<file path="config.mk">
export PLATFORM = sky130hd
export DESIGN_NAME = cds_ctrl
export DESIGN_NICKNAME = d
export VERILOG_FILES = /design/src/hdl/cds_pkg.sv /design/src/hdl/cds_ctrl.sv /design/src/hdl/cds_div.sv
export SDC_FILE = /design/constraint.sdc
export NUM_CORES = 2
export LEC_CHECK = 0
export BUFFER_PORTS_ARGS = -buffer_cell sky130_fd_sc_hd__buf_2
export CAP_MARGIN = 0
export CORE_MARGIN = 3
export CORE_UTILIZATION = 55
export DETAILED_ROUTE_END_ITERATION = 8
export HOLD_SLACK_MARGIN = 0.02
export PLACE_DENSITY_LB_ADDON = 0.12
export SLEW_MARGIN = 20
export SYNTH_ARGS = -nofsm -noshare
export SYNTH_HDL_FRONTEND = slang
export SYNTH_SLANG_ARGS = --single-unit
export TNS_END_PERCENT = 20
</file>
<file path="constraint.sdc">
create_clock -name clk_i -period 8.6 [get_ports clk_i]
set_input_delay 0 -clock clk_i [delete_from_list [all_inputs] [get_ports clk_i]]
set_output_delay 0 -clock clk_i [all_outputs]
set_load 0.005 [all_outputs]
</file>
<file path="src/hdl/cds_pkg.sv">
// Shared constants for the clock distribution sync and frame reference control.
// Assumes a 32-bit classic Wishbone register port and one distribution clock.
package cds_pkg;
  // ************
  // Sizes
  // ************
  localparam int NDIV    = 7;
  localparam int RW      = 13;
  localparam int DW      = 6;
  localparam int SRW     = 12;
  // ************
  // Register byte offsets
  // ************
  localparam logic [7:0] OFS_CTRL   = 8'h00;
  localparam logic [7:0] OFS_DIS    = 8'h04;
  localparam logic [7:0] OFS_PULSE  = 8'h08;
  localparam logic [7:0] OFS_SDIV   = 8'h0C;
  localparam logic [7:0] OFS_STAT   = 8'h10;
  localparam logic [7:0] OFS_PINCFG = 8'h14;
  localparam logic [7:0] OFS_DCFG   = 8'h20;
  localparam logic [7:0] OFS_FCFG   = 8'h40;
  // ************
  // Control fields
  // ************
  localparam int C_SYNC_EN = 0;
  localparam int C_POL     = 1;
  localparam int C_MODE    = 2;
  localparam int C_MUX     = 4;
  localparam int C_REQ_EN  = 6;
  localparam int C_BLK_PD  = 7;
  localparam int C_PLS_PD  = 8;
  localparam int C_GDLY_PD = 9;
  localparam int C_LCLR    = 10;
  localparam int C_REFSEL  = 12;
  // ************
  // Device clock config fields
  // ************
  localparam int D_RATIO = 0;
  localparam int D_DLY   = 5;
  localparam int D_HS    = 11;
  localparam int D_DCC   = 12;
  localparam int D_DLYPD = 13;
  localparam int D_ADLY  = 15;
  localparam int D_AEN   = 20;
  // ************
  // Frame reference output fields
  // ************
  localparam int F_PD   = 0;
  localparam int F_SEL  = 1;
  localparam int F_LDLY = 2;
  localparam int F_HS   = 6;
  localparam int F_ADLY = 7;
  localparam int F_AEN  = 11;
  // ************
  // Reset values
  // ************
  localparam logic [31:0] RST_CTRL = 32'h0000_1780;
  localparam logic [31:0] RST_DCFG = 32'h0000_3002;
  localparam logic [31:0] RST_FCFG = 32'h0000_0001;
  localparam logic [31:0] RST_SDIV = 32'h0000_0008;
  // ************
  // Analog delay figures in ps, and code limits
  // ************
  localparam int DA_STEP_PS = 25;
  localparam int DA_MAXCODE = 23;
  localparam int DA_OFS_PS  = 500;
  localparam int FA_STEP_PS = 150;
  localparam int FA_MAXCODE = 14;
  localparam int FA_BASE_PS = 600;
  localparam int FA_OFS_PS  = 700;
  // ************
  // Status pin selections
  // ************
  typedef enum logic [2:0] {
    CDS_PIN_IN = 3'h0, CDS_PIN_LOS = 3'h1, CDS_PIN_LOCK = 3'h2, CDS_PIN_LOCK2 = 3'h3,
    CDS_PIN_DIV = 3'h4, CDS_PIN_RDBK = 3'h5, CDS_PIN_VTUNE = 3'h6
  } cds_pin_e;
endpackage

</file>
<file path="src/hdl/cds_ctrl.sv">
// Clock distribution control: dividers, frame reference path, sync and status pins.
// Assumes clk_i is the distribution clock and a classic Wishbone master.
// How it works
// - Seven device dividers, ratio 1 to 32, 50% duty with correction.
// - Device divider X may feed the paired frame reference output X.
// - One shared frame reference divider, ratio 8 to 8191.
// - Device analog delay 25 ps steps to 575 ps, plus 500 ps.
// - Device digital delay in distribution cycles with half step.
// - New digital delay takes effect only at a sync event.
// - Shared divider delay shifts all frame reference outputs together.
// - Frame analog delay 150 ps steps to 2700 ps, plus 700 ps.
// - Each frame output has local delay 0 to 12 cycles, plus optional half step.
// - Sync resets active outputs to a common edge plus delay.
// - Status pins configurable as input or chosen status output.
// - A divider resets from sync only while its disable bit clear.
// - Mode 0 mux 0 none; mode 1 mux 0 pin or polarity toggle.
// - First reference select zero makes that input the sync input.
// - Mode 2 mux 2: each pin transition fires a burst.
// - Mode 3 mux 2: writing pulse count fires a burst.
// - Mode 1 mux 1: sync realigned to the frame divider.
// - Request mode streams pulses while pin asserted, no runts.
// - Bursts hold 1, 2, 4 or 8 pulses.
//
// Added by the designer: the Wishbone register port and the register offsets.
`timescale 1ns/1ps
module cds_ctrl
  import cds_pkg::*;
(
  input  wire logic          clk_i,
  input  wire logic          rst_i,
  input  wire logic          wb_cyc_i,
  input  wire logic          wb_stb_i,
  input  wire logic          wb_we_i,
  input  wire logic [7:0]    wb_adr_i,
  input  wire logic [3:0]    wb_sel_i,
  input  wire logic [31:0]   wb_dat_i,
  output logic      [31:0]   wb_dat_o,
  output logic               wb_ack_o,
  input  wire logic          sync_pin_i,
  input  wire logic          first_ref_i,
  input  wire logic          los_i,
  input  wire logic          lock_i,
  input  wire logic          lock2_i,
  input  wire logic          vtune_alarm_i,
  input  wire logic [3:0]    stat_pin_i,
  output logic      [3:0]    stat_pin_o,
  output logic      [3:0]    stat_pin_oe_o,
  output logic      [1:0]    ref_select_o,
  output logic [NDIV-1:0]    device_clock_output_o,
  output logic [NDIV-1:0]    frame_ref_clock_output_o,
  output logic [NDIV*11-1:0] dclk_adly_ps_o,
  output logic [NDIV*12-1:0] fref_adly_ps_o
);
  logic [31:0]     ctrl_r, dis_r, pulse_r, sdiv_r, pincfg_r;
  logic [31:0]     dcfg_r [NDIV];
  logic [31:0]     fcfg_r [NDIV];
  logic            ack_r;
  logic [5:0]      s1_r, s2_r, s3_r, flt_r;
  logic            lvl, lvl_d_r, lvl_edge, lvl_rise;
  logic            sync_evt, resync_r, div_sync;
  logic [NDIV:0]   dsync;
  logic [NDIV-1:0] dclk;
  logic [NDIV-1:0] fref_loc;
  logic            sdiv_clk, sdiv_rise, sclk_d_r;
  logic            gate_r, start, busy;
  logic [3:0]      left_r;
  logic            fref_sig;
  logic [SRW-1:0]  sr_r [NDIV];
  logic [NDIV-1:0] hsn_r;
  logic            wr, pulse_wr;
  logic [1:0]      mode, mux;

  assign mode = ctrl_r[C_MODE +: 2];
  assign mux  = ctrl_r[C_MUX +: 2];

  function automatic logic [31:0] merge(input logic [31:0] o, input logic [31:0] n,
                                        input logic [3:0] s);
    for (int i = 0; i < 4; i++)
      if (s[i])
        o[8*i +: 8] = n[8*i +: 8];
    return o;
  endfunction

  function automatic logic [4:0] clampc(input logic [4:0] c, input logic [4:0] m);
    return (c > m) ? m : c;
  endfunction

  // ************
  // Wishbone slave
  // ************
  assign wr       = wb_cyc_i & wb_stb_i & wb_we_i & ~ack_r;
  assign pulse_wr = wr && wb_adr_i == OFS_PULSE;
  assign wb_ack_o = ack_r;

  always_ff @(posedge clk_i)
  begin
    if (rst_i)
      ack_r <= 1'b0;
    else
      ack_r <= wb_cyc_i & wb_stb_i & ~ack_r;
  end

  always_ff @(posedge clk_i)
  begin
    if (rst_i)
    begin
      ctrl_r   <= RST_CTRL;
      dis_r    <= 32'h0;
      pulse_r  <= 32'h0;
      sdiv_r   <= RST_SDIV;
      pincfg_r <= 32'h0;
      for (int k = 0; k < NDIV; k++)
      begin
        dcfg_r[k] <= RST_DCFG;
        fcfg_r[k] <= RST_FCFG;
      end
    end
    else if (wr)
    begin
      case (wb_adr_i)
        OFS_CTRL:   ctrl_r   <= merge(ctrl_r, wb_dat_i, wb_sel_i);
        OFS_DIS:    dis_r    <= merge(dis_r, wb_dat_i, wb_sel_i);
        OFS_PULSE:  pulse_r  <= merge(pulse_r, wb_dat_i, wb_sel_i);
        OFS_SDIV:   sdiv_r   <= merge(sdiv_r, wb_dat_i, wb_sel_i);
        OFS_PINCFG: pincfg_r <= merge(pincfg_r, wb_dat_i, wb_sel_i);
        default:
        begin
          for (int k = 0; k < NDIV; k++)
          begin
            if (wb_adr_i == OFS_DCFG + 8'(4 * k))
              dcfg_r[k] <= merge(dcfg_r[k], wb_dat_i, wb_sel_i);
            if (wb_adr_i == OFS_FCFG + 8'(4 * k))
              fcfg_r[k] <= merge(fcfg_r[k], wb_dat_i, wb_sel_i);
          end
        end
      endcase
    end
  end

  always_ff @(posedge clk_i)
  begin
    if (rst_i)
      wb_dat_o <= 32'h0;
    else
    begin
      case (wb_adr_i)
        OFS_CTRL:   wb_dat_o <= ctrl_r;
        OFS_DIS:    wb_dat_o <= {24'h0, dis_r[7:0]};
        OFS_PULSE:  wb_dat_o <= {30'h0, pulse_r[1:0]};
        OFS_SDIV:   wb_dat_o <= {13'h0, sdiv_r[18:0]};
        OFS_STAT:   wb_dat_o <= {24'h0, flt_r[1:0], left_r, gate_r, busy};
        OFS_PINCFG: wb_dat_o <= {20'h0, pincfg_r[11:0]};
        default:
        begin
          wb_dat_o <= 32'h0;
          for (int k = 0; k < NDIV; k++)
          begin
            if (wb_adr_i == OFS_DCFG + 8'(4 * k))
              wb_dat_o <= {11'h0, dcfg_r[k][20:0]};
            if (wb_adr_i == OFS_FCFG + 8'(4 * k))
              wb_dat_o <= {20'h0, fcfg_r[k][11:0]};
          end
        end
      endcase
    end
  end

  // ************
  // Pin synchronisers
  // ************
  always_ff @(posedge clk_i)
  begin
    if (rst_i)
    begin
      s1_r  <= 6'h0;
      s2_r  <= 6'h0;
      s3_r  <= 6'h0;
      flt_r <= 6'h0;
    end
    else
    begin
      s1_r <= {stat_pin_i, first_ref_i, sync_pin_i};
      s2_r <= s1_r;
      s3_r <= s2_r;
      for (int i = 0; i < 6; i++)
        if (s2_r[i] == s3_r[i])
          flt_r[i] <= s3_r[i];
    end
  end

  // ************
  // Sync source
  // ************
  assign lvl = (ctrl_r[C_REFSEL +: 2] == 2'h0 && mode < 2'h2 && mux < 2'h2) ?
               flt_r[1] : (flt_r[0] ^ ctrl_r[C_POL]);
  assign lvl_edge = lvl ^ lvl_d_r;
  assign lvl_rise = lvl & ~lvl_d_r;

  always_ff @(posedge clk_i)
  begin
    if (rst_i)
      lvl_d_r <= 1'b0;
    else
      lvl_d_r <= lvl;
  end

  always_comb
  begin
    sync_evt = 1'b0;
    if (ctrl_r[C_REFSEL +: 2] == 2'h0 && mode < 2'h2 && mux < 2'h2)
      sync_evt = (mux == 2'h0) ? lvl_rise : resync_r & sdiv_rise;
    else if (mode == 2'h1 && mux == 2'h0)
      sync_evt = lvl_rise;
    else if (mode == 2'h1 && mux == 2'h1)
      sync_evt = resync_r & sdiv_rise;
  end

  always_ff @(posedge clk_i)
  begin
    if (rst_i)
      resync_r <= 1'b0;
    else if (lvl_rise && mux == 2'h1)
      resync_r <= 1'b1;
    else if (sdiv_rise)
      resync_r <= 1'b0;
  end

  assign div_sync = sync_evt & ctrl_r[C_SYNC_EN];
  for (genvar k = 0; k <= NDIV; k++)
  begin : g_ds
    assign dsync[k] = div_sync & ~dis_r[k];
  end

  // ************
  // Dividers
  // ************
  for (genvar k = 0; k < NDIV; k++)
  begin : g_div
    cds_div u_div (
      .clk_i   (clk_i),
      .rst_i   (rst_i),
      .ratio_i ((dcfg_r[k][D_RATIO +: 5] == 5'h0) ? 13'h20 : {8'h0, dcfg_r[k][D_RATIO +: 5]}),
      .dly_i   (dcfg_r[k][D_DLYPD] ? 6'h0 : dcfg_r[k][D_DLY +: DW]),
      .hs_i    (dcfg_r[k][D_HS]),
      .dcc_i   (dcfg_r[k][D_DCC]),
      .sync_i  (dsync[k]),
      .clk_o   (dclk[k]),
      .rise_o  ()
    );
    assign device_clock_output_o[k] = dclk[k];
    assign dclk_adly_ps_o[11*k +: 11] = dcfg_r[k][D_AEN] ? 11'(DA_OFS_PS + DA_STEP_PS *
      clampc(dcfg_r[k][D_ADLY +: 5], 5'(DA_MAXCODE))) : 11'h0;
    assign fref_adly_ps_o[12*k +: 12] = fcfg_r[k][F_AEN] ? 12'(FA_OFS_PS + FA_BASE_PS +
      FA_STEP_PS * clampc({1'b0, fcfg_r[k][F_ADLY +: 4]}, 5'(FA_MAXCODE))) : 12'h0;
  end

  cds_div u_sdiv (
    .clk_i   (clk_i),
    .rst_i   (rst_i),
    .ratio_i (sdiv_r[RW-1:0]),
    .dly_i   (ctrl_r[C_GDLY_PD] ? 6'h0 : sdiv_r[RW +: DW]),
    .hs_i    (1'b0),
    .dcc_i   (1'b1),
    .sync_i  (dsync[NDIV]),
    .clk_o   (sdiv_clk),
    .rise_o  (sdiv_rise)
  );

  // ************
  // Pulser and request gate
  // ************
  assign start = mux == 2'h2 && !ctrl_r[C_PLS_PD] &&
                 ((mode == 2'h2 && lvl_edge) || (mode == 2'h3 && pulse_wr));
  assign busy  = left_r != 4'h0;

  always_ff @(posedge clk_i)
  begin
    if (rst_i)
      left_r <= 4'h0;
    else if (start)
      left_r <= 4'h1 << (mode == 2'h3 ? wb_dat_i[1:0] : pulse_r[1:0]);
    else if (sdiv_rise && busy && !gate_r)
      left_r <= left_r;
    else if (sdiv_rise && busy)
      left_r <= left_r - 4'h1;
  end

  always_ff @(posedge clk_i)
  begin
    if (rst_i)
      gate_r <= 1'b0;
    else if (sdiv_rise)
    begin
      if (mode == 2'h0 && ctrl_r[C_REQ_EN])
        gate_r <= flt_r[0] ^ ctrl_r[C_POL];
      else
        gate_r <= busy && !(gate_r && left_r == 4'h1);
    end
  end

  // Gate moves with the delayed clock edge, so no runt pulse appears
  always_ff @(posedge clk_i)
  begin
    if (rst_i)
      sclk_d_r <= 1'b0;
    else
      sclk_d_r <= sdiv_clk;
  end

  always_comb
  begin
    case (mux)
      2'h2:    fref_sig = gate_r & sclk_d_r;
      2'h3:    fref_sig = sdiv_clk;
      default: fref_sig = lvl;
    endcase
    if (ctrl_r[C_BLK_PD])
      fref_sig = 1'b0;
  end

  // ************
  // Local delay and frame outputs
  // ************
  always_ff @(posedge clk_i)
  begin
    for (int k = 0; k < NDIV; k++)
    begin
      if (rst_i || ctrl_r[C_LCLR])
        sr_r[k] <= 12'h0;
      else
        sr_r[k] <= {sr_r[k][SRW-2:0], fref_sig};
    end
  end

  always_comb
  begin
    for (int k = 0; k < NDIV; k++)
      fref_loc[k] = (fcfg_r[k][F_LDLY +: 4] == 4'h0) ? fref_sig :
                    (fcfg_r[k][F_LDLY +: 4] > 4'(SRW)) ? sr_r[k][SRW-1] :
                    sr_r[k][fcfg_r[k][F_LDLY +: 4] - 4'h1];
  end

  always_ff @(negedge clk_i)
  begin
    if (rst_i)
      hsn_r <= 7'h0;
    else
      hsn_r <= fref_loc;
  end

  for (genvar k = 0; k < NDIV; k++)
  begin : g_fo
    logic src;
    assign src = fcfg_r[k][F_SEL] ? (fcfg_r[k][F_HS] ? hsn_r[k] : fref_loc[k])
                                  : dclk[k];
    assign frame_ref_clock_output_o[k] = ~fcfg_r[k][F_PD] & src;
  end

  // ************
  // Status pins
  // ************
  always_ff @(posedge clk_i)
  begin
    for (int i = 0; i < 4; i++)
    begin
      if (rst_i)
      begin
        stat_pin_o[i]    <= 1'b0;
        stat_pin_oe_o[i] <= 1'b0;
      end
      else
      begin
        stat_pin_oe_o[i] <= pincfg_r[3*i +: 3] != CDS_PIN_IN;
        case (pincfg_r[3*i +: 3])
          CDS_PIN_LOS:   stat_pin_o[i] <= los_i;
          CDS_PIN_LOCK:  stat_pin_o[i] <= lock_i & lock2_i;
          CDS_PIN_LOCK2: stat_pin_o[i] <= lock2_i;
          CDS_PIN_DIV:   stat_pin_o[i] <= sdiv_clk;
          CDS_PIN_RDBK:  stat_pin_o[i] <= busy;
          CDS_PIN_VTUNE: stat_pin_o[i] <= vtune_alarm_i;
          default:       stat_pin_o[i] <= 1'b0;
        endcase
      end
    end
  end

  assign ref_select_o = {pincfg_r[5:3] == CDS_PIN_IN ? flt_r[3] : 1'b0,
                         pincfg_r[2:0] == CDS_PIN_IN ? flt_r[2] : 1'b0};
endmodule

</file>
<file path="src/hdl/cds_div.sv">
// Divider with sync reset, digital delay, half step and duty cycle correction.
// Assumes ratio and delay are steady software settings on the same clock.
`timescale 1ns/1ps
module cds_div
  import cds_pkg::*;
(
  input  wire logic          clk_i,
  input  wire logic          rst_i,
  input  wire logic [RW-1:0] ratio_i,
  input  wire logic [DW-1:0] dly_i,
  input  wire logic          hs_i,
  input  wire logic          dcc_i,
  input  wire logic          sync_i,
  output logic               clk_o,
  output logic               rise_o
);
  logic [RW-1:0] cnt_r;
  logic [DW-1:0] wait_r;
  logic          hs_r;
  logic          pos_r;
  logic          pos_d_r;
  logic          neg_r;
  logic          out_n_r;
  logic [RW-1:0] hi;
  logic          shaped;

  assign hi     = dcc_i ? RW'((ratio_i + 13'h1) >> 1) : (ratio_i >> 1);
  assign shaped = (dcc_i && ratio_i[0] && ratio_i != 13'h1) ? (pos_r & neg_r) : pos_r;
  assign clk_o  = hs_r ? out_n_r : shaped;
  assign rise_o = pos_r & ~pos_d_r;

  // ************
  // Count and delay
  // ************
  always_ff @(posedge clk_i)
  begin
    if (rst_i)
    begin
      cnt_r  <= 13'h0;
      wait_r <= 6'h0;
      hs_r   <= 1'b0;
      pos_r  <= 1'b0;
    end
    else if (sync_i)
    begin
      cnt_r  <= 13'h0;
      wait_r <= dly_i;
      hs_r   <= hs_i;
      pos_r  <= 1'b0;
    end
    else if (wait_r != 6'h0)
      wait_r <= wait_r - 6'h1;
    else
    begin
      cnt_r <= (cnt_r + 13'h1 >= ratio_i) ? 13'h0 : cnt_r + 13'h1;
      pos_r <= (cnt_r < hi) || (ratio_i < 13'h2);
    end
  end

  always_ff @(posedge clk_i)
  begin
    if (rst_i)
      pos_d_r <= 1'b0;
    else
      pos_d_r <= pos_r;
  end

  // ************
  // Half cycle stage
  // ************
  always_ff @(negedge clk_i)
  begin
    if (rst_i)
    begin
      neg_r   <= 1'b0;
      out_n_r <= 1'b0;
    end
    else
    begin
      neg_r   <= pos_r;
      out_n_r <= shaped;
    end
  end
endmodule

</file>
==> impl_metrics.json <==
{
  "run_status": "complete, no violations",
  "post_synth_xor_area_fraction": 0.0463,
  "criticalPathCategory": "flip-flop to output pin",
  "power.leakage_nw": 19.4,
  "cts.htree.levels": 2,
  "setup_repair_after_global_routing_missed_its_margin": "no",
  "worstPathBufferInverterCount": 1,
  "cts_buffer_depth": 3,
  "total_power_mw": 8.52,
  "post_synth_mux_area_share": 0.0446,
  "switching_power_mw": 2.82,
  "clock_power_share": 0.336,
  "drc": 0,
  "drt-vias-per-instance": 6.16,
  "critical_path.top_delay_family": "compound AO/OA/AOI/OAI gates",
  "clockRootBuffer": "clkbuf_16",
  "gr-total-overflow": 0,
  "insertion_delay_ns": 0.67,
  "grt_pass1_wl_mm": 192,
  "port_buffers": 267,
  "worstSetupEndpointType": "output pin",
  "async_reset_ff_frac": 0,
  "design.core.area_um2": 70300,
  "setup_viol": 0,
  "vias_in_the_first_global_route": 32000,
  "worstMarginPinSlew_ns": 1.06,
  "final_nets": 5103,
  "die_y_um": 273,
  "worst_vdd_drop_mv": 0.168,
  "p_per_area_nw_per_um2": 193,
  "skew_ns": 0.0448,
  "hold_viol": 0,
  "slowest_stage": "o41ai_1",
  "rows": 97,
  "yosys.area_share.simple": 0.229,
  "timing_max_transition_violations_final": 0,
  "cell_variety_after_synth": 89,
  "grt_max_degree": 82,
  "cp_max_fo": 6,
  "maxCapViolCount": 0,
  "grt_antenna_before_repair": 4,
  "synth-seq-cells": 571,
  "worst-endpoint-arrival_ns": 7.42,
  "synth-compound-area-share": 0.152,
  "layout.cells.most_common": "ha_1",
  "reg2regPathDepth": 6,
  "synth-edff-count": 231,
  "floorplan.io_pins": 277,
  "cts_made_buffers": 60,
  "tns_ns": 0,
  "critical_path.max_stage_delay_ns": 0.81,
  "cellInternalPower_mw": 5.71,
  "switching_share": 0.330,
  "clk_pin_slew_worst_paths_ns": 0.06,
  "synthesis.area_per_instance_um2": 8.87,
  "worst_hold_path_type": "input pin to flip-flop",
  "post_synth_inst_count": 4414,
  "layout_common_cells": "350 x ha_1, 340 x dfxtp_1, 326 x nor2_1",
  "worstSetupPathDepth": 7,
  "floorplan.initialDensity": 0.557,
  "worstPathCellList": "nor2b_1 > o41ai_2 > nor2_1 > or2_1 > o311a_1 > o41ai_1 > buf_2",
  "ctsResizeCount": 0,
  "worst-r2r-setup-slack_ns": 1.62,
  "gp_congestion": 1.01,
  "grt_usage": 0.333,
  "dpl.hpwl_mm": 94.3,
  "synth_top_family_by_area": "simple AND/OR/NAND/NOR gates",
  "drtIter0Drc": 3954,
  "postRouteAntennaNets": 0,
  "seqPwrFrac": 0.384,
  "fp.dieW_um": 273,
  "relSlewSlack": 0.285,
  "first_pass_detailed_route_iteration_total": 6,
  "post_synth_fa_ha_maj_area_fraction": 0.126,
  "hold_depth": 3,
  "detailroute.via_count": 34800,
  "mappedNetlistArea_um2": 39100,
  "synth_top_flop_cell": "dfxtp_1",
  "final_layout_size_suffix_gt1_frac": 0.114,
  "wl_mm": 127,
  "drt-wirelength-per-cell_um": 22.5,
  "crit_path_start_kind": "flip-flop",
  "die_area_um2": 74400,
  "pwr-share-comb": 0.280,
  "post-route-util": 0.628,
  "area_growth_syn_to_layout_pct": 12.8,
  "synth.yosys.seq_area_share": 0.351,
  "clock-sinks": 571,
  "yosysWarningCount": 0,
  "worst_ep_required_time_ns": 8.60,
  "clock_tree_from_tritoncts": "yes"
}
## metrics by stage
| step | area (µm²) | std cells | setup slack (ns) | hold WS (ns) |
|---|---|---|---|---|
| floorplan | 39200 | 4426 | 2.04 | 0.124 |
| global placement | 41300 | 5459 | 1.70 | 0.214 |
| detailed placement | 41300 | 5459 | 1.68 | 0.217 |
| CTS | 44100 | 5658 | 1.29 | 0.115 |
| global route | 44200 | 5660 | 1.08 | 0.143 |
| finish | 44200 | 5661 | 1.18 | 0.138 |
## sequential cells by signal, summed over array words and instances, names as in the netlist, 4 cells and up
| register | count |
|---|---|
| ctrl_r | 32 |
| dcfg_r | 147 |
| dis_r | 8 |
| fcfg_r | 84 |
| flt_r | 4 |
| g_div.u_div.cnt_r | 91 |
| g_div.u_div.hs_r | 7 |
| g_div.u_div.neg_r | 7 |
| g_div.u_div.out_n_r | 7 |
| g_div.u_div.pos_r | 7 |
| g_div.u_div.wait_r | 42 |
| hsn_r | 7 |
| left_r | 4 |
| pincfg_r | 12 |
| s1_r | 4 |
| s2_r | 4 |
| s3_r | 4 |
| sdiv_r | 19 |
| sr_r | 12 |
| stat_pin_o | 4 |
| stat_pin_oe_o | 4 |
| u_sdiv.cnt_r | 13 |
| u_sdiv.wait_r | 6 |
| wb_dat_o | 32 |
## worst min-delay path, stage by stage
cell	delay, ns
dlygate4sd3_1	0.52
buf_2	0.09
nor2b_1	0.12
## area by class of cell
type | instances | area (µm²)
tap | 940 | 1180
clock inverter | 57 | 439
sequential | 571 | 13700
timing repair buffer | 380 | 2350
antenna | 3 | 7.51
multi-input combinational | 3346 | 23600
fill | 5994 | 26100
inverter | 285 | 1070
clock buffer | 79 | 1810
## cells by family after synthesis
family                   after synthesis
AND/OR/NAND/NOR                     1705
flip-flops                           571
XOR/XNOR                             207
buffers and inverters                509
AO/OA/AOI/OAI                        897
multiplexers                         145
adder cells (fa/ha/maj)              378
other                                  2
## synth_stat cells (22+ instances only)
cell type | count | area share
ha_1 | 350 | 0.11
dfxtp_1 | 340 | 0.17
nor2_1 | 329 | 0.032
nand2_1 | 322 | 0.031
and2_1 | 282 | 0.045
inv_1 | 280 | 0.027
edfxtp_1 | 231 | 0.18
a21oi_1 | 221 | 0.028
clkbuf_1 | 191 | 0.018
nand3_1 | 182 | 0.023
o21ai_0 | 151 | 0.019
xnor2_1 | 141 | 0.032
mux2i_1 | 107 | 0.027
nor3_1 | 101 | 0.013
nor2b_1 | 85 | 0.014
nand2b_1 | 73 | 0.012
a21o_1 | 69 | 0.013
xor2_1 | 66 | 0.015
a31oi_1 | 62 | 0.0099
and3_1 | 60 | 0.0096
o22ai_1 | 52 | 0.0083
or3_1 | 46 | 0.0074
a22oi_1 | 42 | 0.0081
o211ai_1 | 41 | 0.0079
nand4_1 | 39 | 0.0062
or2_2 | 37 | 0.0059
a211oi_1 | 36 | 0.0069
nand3b_1 | 29 | 0.0056
fa_1 | 28 | 0.014
nor4_1 | 28 | 0.0045
nor3b_1 | 26 | 0.0050
o21a_1 | 26 | 0.0050
mux4_2 | 22 | 0.013
## power groups by stage
stage	Combinational, mW	Clock [mW]	Sequential, mW
floorplan	1.76	0.0164	3.23
global placement	2.30	0.0164	3.32
detailed placement	2.34	0.0164	3.32
CTS	2.37	2.88	3.26
global route	2.68	3.00	3.30
finish	2.39	2.87	3.27
## metal layers
layer | part of all wire | global-route usage | wire length, µm
met5 | 0 | 0 | 0
met4 | 0.048 | 0.134 | 6150
met2 | 0.43 | 0.513 | 55100
met1 | 0.41 | 0.457 | 52800
met3 | 0.11 | 0.0682 | 13400
## repair_timing
item                       in CTS  in global routing
buffers inserted                0                  0
hold buffers                   64                  0
hold endpoints to repair      200                  0
setup endpoints to repair       0                  0
## worst paths after layout
check | to | start
min reg2reg | s2_r[2] | s1_r[2]
min | s1_r[3] | stat_pin_i[1]
max | frame_ref_clock_output_o[0] | u_sdiv.neg_r
max reg2reg | hsn_r[3] | sdiv_r[2]
(Power assumes the default switching activity.)
